## config.mk

```make
export PLATFORM = sky130hd
export DESIGN_NAME = tmc_timers
export DESIGN_NICKNAME = d
export VERILOG_FILES = /design/src/tmc_pkg.sv /design/src/tmc_timers.sv
export SDC_FILE = /design/constraint.sdc
export NUM_CORES = 1
export LEC_CHECK = 0
export BUFFER_PORTS_ARGS = -buffer_cell sky130_fd_sc_hd__buf_4
export CAP_MARGIN = 20
export CORE_UTILIZATION = 50
export DETAILED_ROUTE_END_ITERATION = 6
export PLACE_DENSITY_LB_ADDON = 0.12
export SLEW_MARGIN = 20
export SYNTH_ARGS = -nofsm -noshare
export SYNTH_HDL_FRONTEND = slang
export SYNTH_SLANG_ARGS = --single-unit
```

## constraint.sdc

```tcl
create_clock -name core_clk -period 2.9 [get_ports core_clk]
set_input_delay 0.145 -clock core_clk [delete_from_list [all_inputs] [get_ports core_clk]]
set_output_delay 0.145 -clock core_clk [all_outputs]
set_load 0.02 [all_outputs]
```

## src/tmc_pkg.sv

```systemverilog
// Constants, types and register map of the timer/counter set.
// Assumes one core clock and a plain strobe register port.
// Contract
// - Timer mode: timers 0/1 step every 12 clocks
// - Counter mode: step on own pin falling edge
// - Edge recognition takes two clocks, any duty
// - Mode 0 13-bit, mode 1 16-bit
// - 13-bit mode leaves low-byte top bits alone
// - Mode 2: 8-bit counter with auto reload
// - Mode 3 splits timer 0 into two 8-bit
// - Timer 1 in mode 3 holds its count
// - Timer 1 usable while timer 0 split
// - Mode field codes 00/01/10/11 as listed
// - Select bits 6/2: 1 counter, 0 timer
// - Overflow flags at bits 7 and 5
// - Run bits 6 and 4 gate counting
// - Service entry clears overflow and external flags
// - External flags bits 3/1, type bits 2/0
// - Timer 2 input select codes as listed
// - Timer 2 prescale 12 or 24 by bit 7
// - Event mode: sample, count cycle after fall
// - Gated mode halts timer 2 while input low
// - Reload field codes; mode 0 reloads on overflow
// - Reload mode 1 on trigger falling edge
// - Compare/reload value two bytes, reset zero
package tmc_pkg;
	localparam logic [7:0] ADDR_CTRL_STAT = 8'h88;
	localparam logic [7:0] ADDR_MODE_CFG  = 8'h89;
	localparam logic [7:0] ADDR_T0_LOW    = 8'h8A;
	localparam logic [7:0] ADDR_T1_LOW    = 8'h8B;
	localparam logic [7:0] ADDR_T0_HIGH   = 8'h8C;
	localparam logic [7:0] ADDR_T1_HIGH   = 8'h8D;
	localparam logic [7:0] ADDR_T2_CTRL   = 8'hC8;
	localparam logic [7:0] ADDR_RELOAD_LO = 8'hCA;
	localparam logic [7:0] ADDR_RELOAD_HI = 8'hCB;
	localparam logic [7:0] ADDR_T2_LOW    = 8'hCC;
	localparam logic [7:0] ADDR_T2_HIGH   = 8'hCD;
	// Control/status bit positions
	localparam int CS_TF1 = 7;
	localparam int CS_TR1 = 6;
	localparam int CS_TF0 = 5;
	localparam int CS_TR0 = 4;
	localparam int CS_IE1 = 3;
	localparam int CS_IT1 = 2;
	localparam int CS_IE0 = 1;
	localparam int CS_IT0 = 0;
	// Mode register bit positions
	localparam int MC_CT1   = 6;
	localparam int MC_M1_HI = 5;
	localparam int MC_M1_LO = 4;
	localparam int MC_TIMER0_GATING_BIT = 3;
	localparam int MC_CT0   = 2;
	localparam int MC_M0_HI = 1;
	localparam int MC_M0_LO = 0;
	localparam logic [7:0] MC_WR_MASK = 8'h7F;
	// Timer 2 control bit positions
	localparam int T2_PS    = 7;
	localparam int T2_R_HI  = 4;
	localparam int T2_R_LO  = 3;
	localparam int T2_I_HI  = 1;
	localparam int T2_I_LO  = 0;
	localparam logic [7:0] RESET_BYTE = 8'h00;
	// Pin idle levels: inputs high, slow clock low
	localparam logic [5:0] PIN_IDLE   = 6'h3E;
	// Prescaler counts in core clocks
	localparam int PRESC_FAST = 12;
	localparam int PRESC_SLOW = 24;
	localparam logic [4:0] PRESC_FAST_LAST = 5'(PRESC_FAST - 1);
	localparam logic [4:0] PRESC_SLOW_LAST = 5'(PRESC_SLOW - 1);

	typedef enum logic [1:0] {
		MODE_13    = 2'b00,
		MODE_16    = 2'b01,
		MODE_8R    = 2'b10,
		MODE_SPLIT = 2'b11
	} tmc_mode_t;

	typedef enum logic [1:0] {
		T2_STOP  = 2'b00,
		T2_TIMER = 2'b01,
		T2_EVENT = 2'b10,
		T2_GATED = 2'b11
	} tmc_t2_in_t;

	typedef struct packed {
		logic       wr;
		logic       rd;
		logic [7:0] addr;
		logic [7:0] wdata;
	} tmc_bus_t;

	typedef struct packed {
		logic t0;
		logic t1;
		logic t2;
		logic int0;
		logic int1;
		logic lf_clk;
	} tmc_pins_t;

	typedef struct packed {
		logic tf1;
		logic tf0;
		logic ie1;
		logic ie0;
	} tmc_ack_t;

	typedef struct packed {
		logic tf1;
		logic tf0;
		logic ie1;
		logic ie0;
		logic t2_ovf;
	} tmc_irq_t;

	typedef struct packed {
		logic       ovf;
		logic [7:0] hi;
		logic [7:0] lo;
	} tmc_cnt_t;
endpackage

```

## src/tmc_timers.sv

```systemverilog
// Timers 0, 1 and 2 with their register file.
// Assumes pins are asynchronous and acks come from the core clock domain.
`timescale 1ns/1ps
module tmc_timers (
	input  wire logic              core_clk,
	input  wire logic              rst,
	input  wire logic              clk_en,
	input  wire tmc_pkg::tmc_bus_t  bus,
	output logic [7:0]             rd_data,
	input  wire tmc_pkg::tmc_pins_t pins,
	input  wire tmc_pkg::tmc_ack_t  ack,
	output tmc_pkg::tmc_irq_t       irq
);
	import tmc_pkg::*;

	logic [5:0] sync1_r;
	logic [5:0] sync2_r;
	logic [5:0] prev_r;
	logic [4:0] presc_r;
	logic [7:0] tl0_r;
	logic [7:0] th0_r;
	logic [7:0] tl1_r;
	logic [7:0] th1_r;
	logic [7:0] tl2_r;
	logic [7:0] th2_r;
	logic [7:0] crl_r;
	logic [7:0] crh_r;
	logic [7:0] mode_cfg_r;
	logic [7:0] t2ctl_r;
	logic       tr1_r;
	logic       tr0_r;
	logic       it1_r;
	logic       it0_r;
	logic       tf1_r;
	logic       tf0_r;
	logic       ie1_r;
	logic       ie0_r;
	logic       t2_fall_r;
	logic       t2_ovf_r;
	logic       trig_r;
	logic [7:0] rd_data_r;

	logic       tick12;
	logic       tick24;
	logic [5:0] fall;
	tmc_mode_t  timer0_mode_field;
	tmc_mode_t  timer1_mode_field;
	tmc_t2_in_t t2_in;
	logic       t0_split;
	logic       run0;
	logic       run1;
	logic       t0_tick;
	logic       t1_tick;
	logic       th0_tick;
	logic       t2_tick;
	logic       t2_ovf;
	logic       t2_reload;
	logic       lf_rise;
	logic       trig_fall;
	logic       tf1_set;
	logic       tf0_set;
	logic       ie1_set;
	logic       ie0_set;
	logic [7:0] cs_base;
	tmc_cnt_t   t0_nx;
	tmc_cnt_t   t1_nx;

	function automatic logic wr_hit(tmc_bus_t b, logic [7:0] a);
		return b.wr && (b.addr == a);
	endfunction

	function automatic tmc_cnt_t step(tmc_mode_t m, logic [7:0] hi, logic [7:0] lo);
		tmc_cnt_t r;
		r = '{ovf: 1'b0, hi: hi, lo: lo};
		case (m)
			MODE_13: begin
				r.lo = {lo[7:5], lo[4:0] + 5'h01};
				if (lo[4:0] == 5'h1F) begin
					r.hi = hi + 8'h01;
					r.ovf = (hi == 8'hFF);
				end
			end
			MODE_16: begin
				{r.hi, r.lo} = {hi, lo} + 16'h0001;
				r.ovf = &{hi, lo};
			end
			MODE_8R: begin
				if (&lo) begin
					r.lo = hi;
					r.ovf = 1'b1;
				end else begin
					r.lo = lo + 8'h01;
				end
			end
			default: begin
				r.lo = lo + 8'h01;
				r.ovf = &lo;
			end
		endcase
		return r;
	endfunction

	always_ff @(posedge core_clk) begin
		if (rst) begin
			sync1_r <= PIN_IDLE;
			sync2_r <= PIN_IDLE;
			prev_r <= PIN_IDLE;
		end else if (clk_en) begin
			sync1_r <= pins;
			sync2_r <= sync1_r;
			prev_r <= sync2_r;
		end
	end
	assign fall = prev_r & ~sync2_r;

	always_ff @(posedge core_clk) begin
		if (rst) begin
			presc_r <= 5'h00;
		end else if (clk_en) begin
			presc_r <= (presc_r == PRESC_SLOW_LAST) ? 5'h00 : presc_r + 5'h01;
		end
	end
	assign tick24 = (presc_r == PRESC_SLOW_LAST);
	assign tick12 = tick24 || (presc_r == PRESC_FAST_LAST);

	assign timer0_mode_field = tmc_mode_t'(mode_cfg_r[MC_M0_HI:MC_M0_LO]);
	assign timer1_mode_field = tmc_mode_t'(mode_cfg_r[MC_M1_HI:MC_M1_LO]);
	assign t0_split = (timer0_mode_field == MODE_SPLIT);
	assign run0 = tr0_r && (!mode_cfg_r[MC_TIMER0_GATING_BIT] || sync2_r[2]);
	assign run1 = t0_split || tr1_r;
	assign t0_tick = run0 && (mode_cfg_r[MC_CT0] ? fall[5] : tick12);
	assign t1_tick = run1 && (timer1_mode_field != MODE_SPLIT) && (mode_cfg_r[MC_CT1] ? fall[4] : tick12);
	assign th0_tick = t0_split && tr1_r && tick12;
	assign t0_nx = step(timer0_mode_field, th0_r, tl0_r);
	assign t1_nx = step(timer1_mode_field, th1_r, tl1_r);

	always_ff @(posedge core_clk) begin
		if (rst) begin
			tl0_r <= RESET_BYTE;
			th0_r <= RESET_BYTE;
		end else if (clk_en) begin
			if (wr_hit(bus, ADDR_T0_LOW)) begin
				tl0_r <= bus.wdata;
			end else if (t0_tick) begin
				tl0_r <= t0_nx.lo;
			end
			if (wr_hit(bus, ADDR_T0_HIGH)) begin
				th0_r <= bus.wdata;
			end else if (th0_tick) begin
				th0_r <= th0_r + 8'h01;
			end else if (t0_tick && !t0_split) begin
				th0_r <= t0_nx.hi;
			end
		end
	end

	always_ff @(posedge core_clk) begin
		if (rst) begin
			tl1_r <= RESET_BYTE;
			th1_r <= RESET_BYTE;
		end else if (clk_en) begin
			if (wr_hit(bus, ADDR_T1_LOW)) begin
				tl1_r <= bus.wdata;
			end else if (t1_tick) begin
				tl1_r <= t1_nx.lo;
			end
			if (wr_hit(bus, ADDR_T1_HIGH)) begin
				th1_r <= bus.wdata;
			end else if (t1_tick) begin
				th1_r <= t1_nx.hi;
			end
		end
	end

	assign tf0_set = t0_tick && t0_nx.ovf;
	assign tf1_set = (th0_tick && (th0_r == 8'hFF)) || (!t0_split && t1_tick && t1_nx.ovf);
	assign ie0_set = it0_r ? fall[2] : !sync2_r[2];
	assign ie1_set = it1_r ? fall[1] : !sync2_r[1];
	assign cs_base = wr_hit(bus, ADDR_CTRL_STAT) ? bus.wdata
		: {tf1_r, tr1_r, tf0_r, tr0_r, ie1_r, it1_r, ie0_r, it0_r};

	always_ff @(posedge core_clk) begin
		if (rst) begin
			tf1_r <= 1'b0;
			tf0_r <= 1'b0;
			ie1_r <= 1'b0;
			ie0_r <= 1'b0;
		end else if (clk_en) begin
			tf1_r <= tf1_set || (cs_base[CS_TF1] && !ack.tf1);
			tf0_r <= tf0_set || (cs_base[CS_TF0] && !ack.tf0);
			ie1_r <= ie1_set || (cs_base[CS_IE1] && !ack.ie1);
			ie0_r <= ie0_set || (cs_base[CS_IE0] && !ack.ie0);
		end
	end

	always_ff @(posedge core_clk) begin
		if (rst) begin
			tr1_r <= 1'b0;
			tr0_r <= 1'b0;
			it1_r <= 1'b0;
			it0_r <= 1'b0;
		end else if (clk_en && wr_hit(bus, ADDR_CTRL_STAT)) begin
			tr1_r <= bus.wdata[CS_TR1];
			tr0_r <= bus.wdata[CS_TR0];
			it1_r <= bus.wdata[CS_IT1];
			it0_r <= bus.wdata[CS_IT0];
		end
	end

	always_ff @(posedge core_clk) begin
		if (rst) begin
			mode_cfg_r <= RESET_BYTE;
			t2ctl_r <= RESET_BYTE;
		end else if (clk_en) begin
			if (wr_hit(bus, ADDR_MODE_CFG)) begin
				mode_cfg_r <= bus.wdata & MC_WR_MASK;
			end
			if (wr_hit(bus, ADDR_T2_CTRL)) begin
				t2ctl_r <= bus.wdata;
			end
		end
	end

	always_ff @(posedge core_clk) begin
		if (rst) begin
			crl_r <= RESET_BYTE;
			crh_r <= RESET_BYTE;
		end else if (clk_en) begin
			if (wr_hit(bus, ADDR_RELOAD_LO)) begin
				crl_r <= bus.wdata;
			end
			if (wr_hit(bus, ADDR_RELOAD_HI)) begin
				crh_r <= bus.wdata;
			end
		end
	end

	assign lf_rise = sync2_r[0] && !prev_r[0];
	assign trig_fall = lf_rise && trig_r;
	always_ff @(posedge core_clk) begin
		if (rst) begin
			trig_r <= 1'b0;
			t2_fall_r <= 1'b0;
		end else if (clk_en) begin
			trig_r <= trig_r ^ lf_rise;
			t2_fall_r <= fall[3];
		end
	end

	assign t2_in = tmc_t2_in_t'(t2ctl_r[T2_I_HI:T2_I_LO]);
	always_comb begin
		case (t2_in)
			T2_TIMER: t2_tick = t2ctl_r[T2_PS] ? tick24 : tick12;
			T2_EVENT: t2_tick = t2_fall_r;
			T2_GATED: t2_tick = (t2ctl_r[T2_PS] ? tick24 : tick12) && sync2_r[3];
			default:  t2_tick = 1'b0;
		endcase
	end
	assign t2_ovf = t2_tick && (&{th2_r, tl2_r});
	assign t2_reload = t2ctl_r[T2_R_HI] && (t2ctl_r[T2_R_LO] ? trig_fall : t2_ovf);

	always_ff @(posedge core_clk) begin
		if (rst) begin
			tl2_r <= RESET_BYTE;
			th2_r <= RESET_BYTE;
			t2_ovf_r <= 1'b0;
		end else if (clk_en) begin
			t2_ovf_r <= t2_ovf;
			if (wr_hit(bus, ADDR_T2_LOW)) begin
				tl2_r <= bus.wdata;
			end else if (t2_reload) begin
				tl2_r <= crl_r;
			end else if (t2_tick) begin
				tl2_r <= tl2_r + 8'h01;
			end
			if (wr_hit(bus, ADDR_T2_HIGH)) begin
				th2_r <= bus.wdata;
			end else if (t2_reload) begin
				th2_r <= crh_r;
			end else if (t2_tick && (&tl2_r)) begin
				th2_r <= th2_r + 8'h01;
			end
		end
	end

	// Read port, data valid one cycle
	always_ff @(posedge core_clk) begin
		if (rst) begin
			rd_data_r <= 8'h00;
		end else if (clk_en) begin
			rd_data_r <= 8'h00;
			if (bus.rd) begin
				case (bus.addr)
					ADDR_CTRL_STAT: rd_data_r <= {tf1_r, tr1_r, tf0_r, tr0_r,
						ie1_r, it1_r, ie0_r, it0_r};
					ADDR_MODE_CFG:  rd_data_r <= mode_cfg_r;
					ADDR_T0_LOW:    rd_data_r <= tl0_r;
					ADDR_T0_HIGH:   rd_data_r <= th0_r;
					ADDR_T1_LOW:    rd_data_r <= tl1_r;
					ADDR_T1_HIGH:   rd_data_r <= th1_r;
					ADDR_T2_CTRL:   rd_data_r <= t2ctl_r;
					ADDR_RELOAD_LO: rd_data_r <= crl_r;
					ADDR_RELOAD_HI: rd_data_r <= crh_r;
					ADDR_T2_LOW:    rd_data_r <= tl2_r;
					ADDR_T2_HIGH:   rd_data_r <= th2_r;
					default:        rd_data_r <= 8'h00;
				endcase
			end
		end
	end

	assign rd_data = rd_data_r;
	assign irq = '{tf1: tf1_r, tf0: tf0_r, ie1: ie1_r, ie0: ie0_r, t2_ovf: t2_ovf_r};
endmodule

```

==> impl_metrics.tcl, run 1 <==
set metrics [dict create \
    htreeDepth 4 \
    fin_skew_ns 0.0111 \
    grt_max_degree 66 \
    drv_cap 0 \
    design_area_um2 8970 \
    grt_setup_unrepaired "false" \
    setup_viol 0 \
    synth_edf_count 0 \
    worst_path_largest_cell_delay_ns 0.42 \
    crit_arrival_ns 2.82 \
    post-route-period-util 0.848 \
    hp-class "in2reg" \
    synth_top_area_frac 0.307 \
    fp.dieW_um 128 \
    crit_path_end_kind "register" \
    core_area_um2 15300 \
    hold_viol 0 \
    drtIter0Drc 1007 \
    peakVddDrop_v 0.000439 \
    grt_first_pass_wirelength_um 41400 \
    crit_slowest_cell "and4b_1" \
    setup-tns-final_ns 0 \
    first_pass_iters 6 \
    grt_pass1_vias 7075 \
    cts_resized 0 \
    yosysWarnings 0 \
    cts_tree "built" \
    clk_pin_slew_ns 0.06 \
    cp-start-kind "register" \
    drc 0 \
    seq_area_frac_synth 0.307 \
    drive_gt1_frac 0.137 \
    fmax_ghz 0.407 \
    area_delta_synth_final_pct 13.6 \
    diodes 0 \
    placed_cell_area_um2 8320 \
    avgSynthCellArea_um2 7.98 \
    synth_ff_type "dfxtp_1" \
    maxSlewViolCount 0 \
    crit_chain "ha_1 -> and4b_1 -> o21bai_1 -> a221oi_2 -> o21ai_2 -> or3_1 -> a21oi_1" \
    ys_async_sr_fraction 0 \
    cp_max_fo 9 \
    postSynthCellCount 989 \
    grt_overflow_total 0 \
    dpl.hpwl_um 18500 \
    fp.dieH_um 128 \
    outcome "finished clean" \
    place.gp.congestion 1.00 \
    holdWs_ns 0.0269 \
    nNetsFinal 1046 \
    yosys-top-cells-area "dfxtp_1 31%, mux2i_1 8.9%, nand2_1 5.1%" \
    worstPathBufferInverterCount 0 \
    root_buffer "clkbuf_16" \
    vias_per_cell 6.46 \
    clkLatencyLatePin_ns 0.44 \
    synth_area_um2 7890 \
    final.min_clock_period_ns 2.46 \
    cts_inserted_buffers 17 \
    relSlewSlack 0.589 \
    leakagePower_nw 3.28 \
    tightest_slew_ns 0.612 \
    wl_per_cell_um 21.7 \
    clockBufferDepth 2 \
    clock-sinks 121 \
    cp_data_required_time_ns 3.26 \
    rrSetupSlack_ns 0.44 \
    wirelength_um 26600 \
    vias 7937 \
    dieArea_um2 16300 \
    fillers 1421 \
    port-buffer-count 43 \
    rows 45 \
    io_pins 44 \
    synth_top_cell_by_area "dfxtp_1" \
    track_usage 0.334 \
    antenna_found_initial 0 \
    yosys.cell_types.count 92 \
    start_util 0.515 \
    synth_nets 1030 \
    path_class "reg2reg" \
    power_density_nw_per_um2 463 \
    critPathTopFamily "compound AO/OA/AOI/OAI gates" \
    synth-seq-cells 121 \
    antenna_left 0 \
]
==> layout make-up <==
| class | instances | area, um2 | area share |
|---|---|---|---|
| Clock inverter | 15 | 165 | 0.0184 |
| Clock buffer | 17 | 425 | 0.0474 |
| Multi-Input combinational cell | 768 | 5020 | 0.560 |
| Sequential cell | 121 | 2420 | 0.270 |
| Timing Repair Buffer | 71 | 573 | 0.0639 |
| Tap cell | 211 | 264 | 0.0294 |
| Inverter | 26 | 97.6 | 0.0109 |
==> cells in the final DEF (no fill, tap or decap), types with 4 or more instances in the layout <==
cell and instances:
xnor2_1 17, mux2_2 4, nand4_1 15, a211o_1 11
a21o_1 4, a221oi_1 5, dlygate4sd3_1 6, nor2b_1 8
and4_1 8, inv_6 5, and3_1 12, o221ai_1 7
dfxtp_1 121, nand3_1 52, xor2_1 9, o21ai_1 5
nand2_1 108, mux2i_1 70, o22ai_1 13, a31oi_1 17
nor3_1 18, inv_1 24, nor4_4 4, a21oi_1 74
a22oi_1 19, ha_1 10, o211ai_1 9, nor3b_1 5
o21ai_0 55, or3_1 4, nor2_1 89, nand2b_1 7
clkbuf_16 17, a211oi_1 17, nor4_1 5, and2_1 4
a32o_1 7, buf_4 63
==> where the power goes <==
group / internal, mW / total, mW / switching [mW]
Combinational: 0.0913 / 0.287 / 0.195
Clock: 1.28 / 2.17 / 0.889
Sequential: 1.68 / 1.69 / 0.0143
Total: 3.06 / 4.15 / 1.10
==> registers in the layout, summed over array words and instances (netlist names), 5 cells and up <==
register	count
crh_r	8
crl_r	8
rd_data	8
t2ctl_r	8
th0_r	8
th1_r	8
th2_r	8
tl0_r	8
tl1_r	8
tl2_r	8
mode_cfg_r	7
prev_r	6
sync1_r	6
sync2_r	6
presc_r	5
==> through the flow <==
step            util  std cells  setup slack, ns  power, mW
2_1_floorplan      -        989            0.839       1.89
3_3_place_gp   0.543       1191            0.562       2.00
3_5_place_dp   0.543       1191            0.513       2.00
4_1_cts        0.586       1229            0.483       4.16
5_1_grt        0.586       1229            0.327       4.25
6_report       0.586       1229            0.442       4.15
==> final timing paths <==
kind,end,from,cells after the start
worst max-delay path,tl1_r[0],presc_r[0],7
worst min-delay path,ie1_r,ack[1],4
worst max register to register,tl1_r[0],presc_r[0],7
worst min register to register,rd_data[3],rd_data[3],2
==> Yosys cell counts, drive strengths merged, types with 4 or more instances <==
cell type  number
mux2            4
and2            5
ha             10
o221ai          7
a221oi          8
nor4           10
or3             4
o22ai          13
dfxtp         121
nor3b           5
nor3           21
xor2            9
nand2         109
a31oi          19
a211o          11
and3           12
o211ai          9
clkbuf         37
buf            37
xnor2          17
nand2b          7
a21o            4
a211oi         17
mux2i          70
and4            8
o21ai          63
nor2           91
nand3          54
a32o            7
nand4          17
a22oi          19
inv            24
nor2b           8
a21oi          74
==> routing by layer <==
| layer | vias to the layer above | GRT usage | share of wire |
|---|---|---|---|
| met5 | - | 0 | 0 |
| met4 | 0 | 0.128 | 0.028 |
| met3 | 56 | 0.0643 | 0.084 |
| met2 | 442 | 0.491 | 0.43 |
| met1 | 3739 | 0.482 | 0.46 |
| li1 | 3700 | - | - |
==> worst register-to-register path: stages (launching register included) <==
cell      delay (ns)
dfxtp_1         0.37
ha_1            0.22
and4b_1         0.42
o21bai_1        0.23
a221oi_2        0.40
o21ai_2         0.21
or3_1           0.41
a21oi_1         0.12
==> repair_timing <==
| item | CTS | global route |
|---|---|---|
| hold endpoints to repair | 6 | 0 |
| hold buffers | 6 | 0 |
| setup buffers | 0 | 0 |
==> cell families after synthesis <==
logic type,Yosys count,synth area share
mux,74,0.0945
flops,121,0.307
buf+inv,100,0.0567
fa+ha+maj,10,0.0159
compound gates,288,0.250
simple gates,370,0.247
xor+xnor,26,0.0288
(Power assumes the default switching activity.)
==> run 2: changes to the inputs <==
==> constraint.sdc (replaced) <==
create_clock -name core_clk -period 2 [get_ports core_clk]
set_input_delay 0.1 -clock core_clk [delete_from_list [all_inputs] [get_ports core_clk]]
set_output_delay 0.1 -clock core_clk [all_outputs]
set_load 0.02 [all_outputs]
==> run 2 against run 1 <==
The flow now finishes with violations (negative setup slack). Flip-flop and latch count unchanged. First-iteration DRC count up 4.8%. Clock skew down 0.0035 ns. Total power up 46%. Core utilization up 7.4 points. Critical path depth unchanged. Clock power up 45%. Routed wire length up 6.5%. Register-to-register slack worse by 0.45 ns. Non-clock buffer count up 117. Maximum frequency up 22%. Sequential share of layout area down 2.9 points. Critical path type unchanged.
==> impl_metrics.tcl, run 2 (same netlist as run 1, synthesis figures left out) <==
set metrics [dict create \
    port-buffer-count 43 \
    tightest_slew_ns 0.504 \
    vias 8604 \
    fmax_ghz 0.498 \
    drv_cap 0 \
    antenna_found_initial 0 \
    cts_inserted_buffers 17 \
    track_usage 0.355 \
    p_total_mw 6.06 \
    layout_setup_ws_ns -0.00773 \
    dieArea_um2 16300 \
    cp_data_required_time_ns 2.35 \
    fillers 1339 \
    drc 0 \
    power_density_nw_per_um2 600 \
    cp_max_fo 5 \
    ff2ff_path_depth 7 \
    relSlewSlack 0.660 \
    fp.dieW_um 128 \
    fin_skew_ns 0.00757 \
    crit_chain "ha_4 -> and4b_4 -> or2_4 -> a211o_4 -> o21ai_4 -> a311oi_2 -> a221oi_2" \
    place.gp.congestion 1.02 \
    path_class "reg2reg" \
    root_buffer "clkbuf_16" \
    failed_checks "negative setup slack" \
    drive_gt1_frac 0.249 \
    worst_path_largest_cell_delay_ns 0.38 \
    hp-class "in2reg" \
    grt_max_degree 43 \
    rrSetupSlack_ns -0.008 \
    crit_slowest_cell "a211o_4" \
    antenna_left 0 \
    grt_overflow_total 0 \
    hp-start "bus[3]" \
    io_pins 44 \
    crit_arrival_ns 2.35 \
    drtIter0Drc 1055 \
    crit_path_end_kind "register" \
    setup-tns-final_ns -0.00773 \
    grt_pass1_vias 7885 \
    hold_viol 0 \
    fp.dieH_um 128 \
    rows 45 \
    fin_util 0.660 \
    final_common_cell "buf_4" \
    pre_cts_slack_ns -0.220 \
    final.min_clock_period_ns 2.01 \
    r2r-end "tl2_r[2]" \
    htreeDepth 4 \
    cp-start-kind "register" \
    clk_pin_slew_ns 0.07 \
    layout_common_cells "172 x buf_4, 115 x dfxtp_1, 108 x nand2_1, 89 x nor2_1, 72 x a21oi_1" \
    start_util 0.515 \
    nNetsFinal 1164 \
    leakagePower_nw 3.88 \
    setup_viol 1 \
    area_delta_synth_final_pct 28.0 \
    clock-sinks 121 \
    core_area_um2 15300 \
    first_pass_iters 6 \
    clockBufferDepth 2 \
    wirelength_um 28400 \
    grt_first_pass_wirelength_um 44200 \
    rr_startpoint "presc_r[0]" \
    cts_tree "built" \
    critPathLaunch "presc_r[0]" \
    vias_per_cell 6.39 \
    peakVddDrop_v 0.000693 \
    grt_setup_unrepaired "true" \
    critPathCapture "tl2_r[2]" \
    outcome "complete, but fails checks" \
    diodes 0 \
    dpl.hpwl_um 20100 \
    clkLatencyLatePin_ns 0.43 \
    maxSlewViolCount 0 \
    wl_per_cell_um 21.1 \
    post-route-period-util 1.00 \
]
==> run 2: cell types whose count changed in the layout (fill, tap and decap cells not counted), sizes merged <==
cell         before  now
dlygate4sd3       6    8
o21ai            63   64
buf              65  180
bufinv            2    1
inv              31   33
clkinv            6    5
==> run 2: worst min path at each step <==
stage	endpoint	slack [ns]	cells past startpoint
2_1_floorplan	sync1_r[1]	0.23	2
3_3_place_gp	sync1_r[1]	0.31	3
3_5_place_dp	sync1_r[5]	0.32	3
4_1_cts	t2ctl_r[3]	0.01	3
5_1_grt	t2ctl_r[3]	0.03	3
6_report	t2ctl_r[3]	0.03	3
==> run 2: area by class of cell <==
| type | instances | area [um2] | area share |
|---|---|---|---|
| Clock buffer | 17 | 425 | 0.0421 |
| Tap cell | 211 | 264 | 0.0261 |
| Timing Repair Buffer | 188 | 1500 | 0.148 |
| Multi-Input combinational cell | 769 | 5210 | 0.516 |
| Sequential cell | 121 | 2430 | 0.241 |
| Inverter | 26 | 97.6 | 0.00966 |
| Clock inverter | 15 | 178 | 0.0176 |
==> run 2: repair_timing <==
item / CTS / global route
endpoints found under the setup margin: 40 / 25
gates cloned: 1 / 0
pin swaps: 16 / 20
resized for setup: 21 / 22
hold endpoints to repair: 8 / 0
hold buffers: 8 / 0
setup buffers: 3 / 2
==> run 2: power by group <==
group,total [mW],internal [mW],switching [mW]
clock network,3.14,1.79,1.35
logic,0.467,0.165,0.301
registers,2.46,2.44,0.0204
==> run 2: critical path, delay by kind of cell, from the launching register on <==
| family | cells | cell delay (ns) |
|---|---|---|
| simple gates | 2 | 0.53 |
| flops | 1 | 0.34 |
| compound gates | 4 | 0.89 |
| fa+ha+maj | 1 | 0.16 |
==> run 2: layer usage <==
layer  share of wire  global-route usage  routed length, um  vias up
li1                -                   -                  -     3944
met1            0.44               0.491              12400     4002
met5               0                   0                  0        -
met3            0.10              0.0710               2930      109
met4           0.044               0.170               1240        0
met2            0.42               0.529              11800      549
==> run 2: through the flow <==
step / hold slack (ns) / std cells / instance area [um2]
5_1_grt: 0.0270 / 1347 / 10100
6_report: 0.0260 / 1347 / 10100
4_1_cts: 0.0146 / 1345 / 10000
3_5_place_dp: 0.318 / 1301 / 9190
2_1_floorplan: 0.228 / 989 / 7930
3_3_place_gp: 0.315 / 1301 / 9190
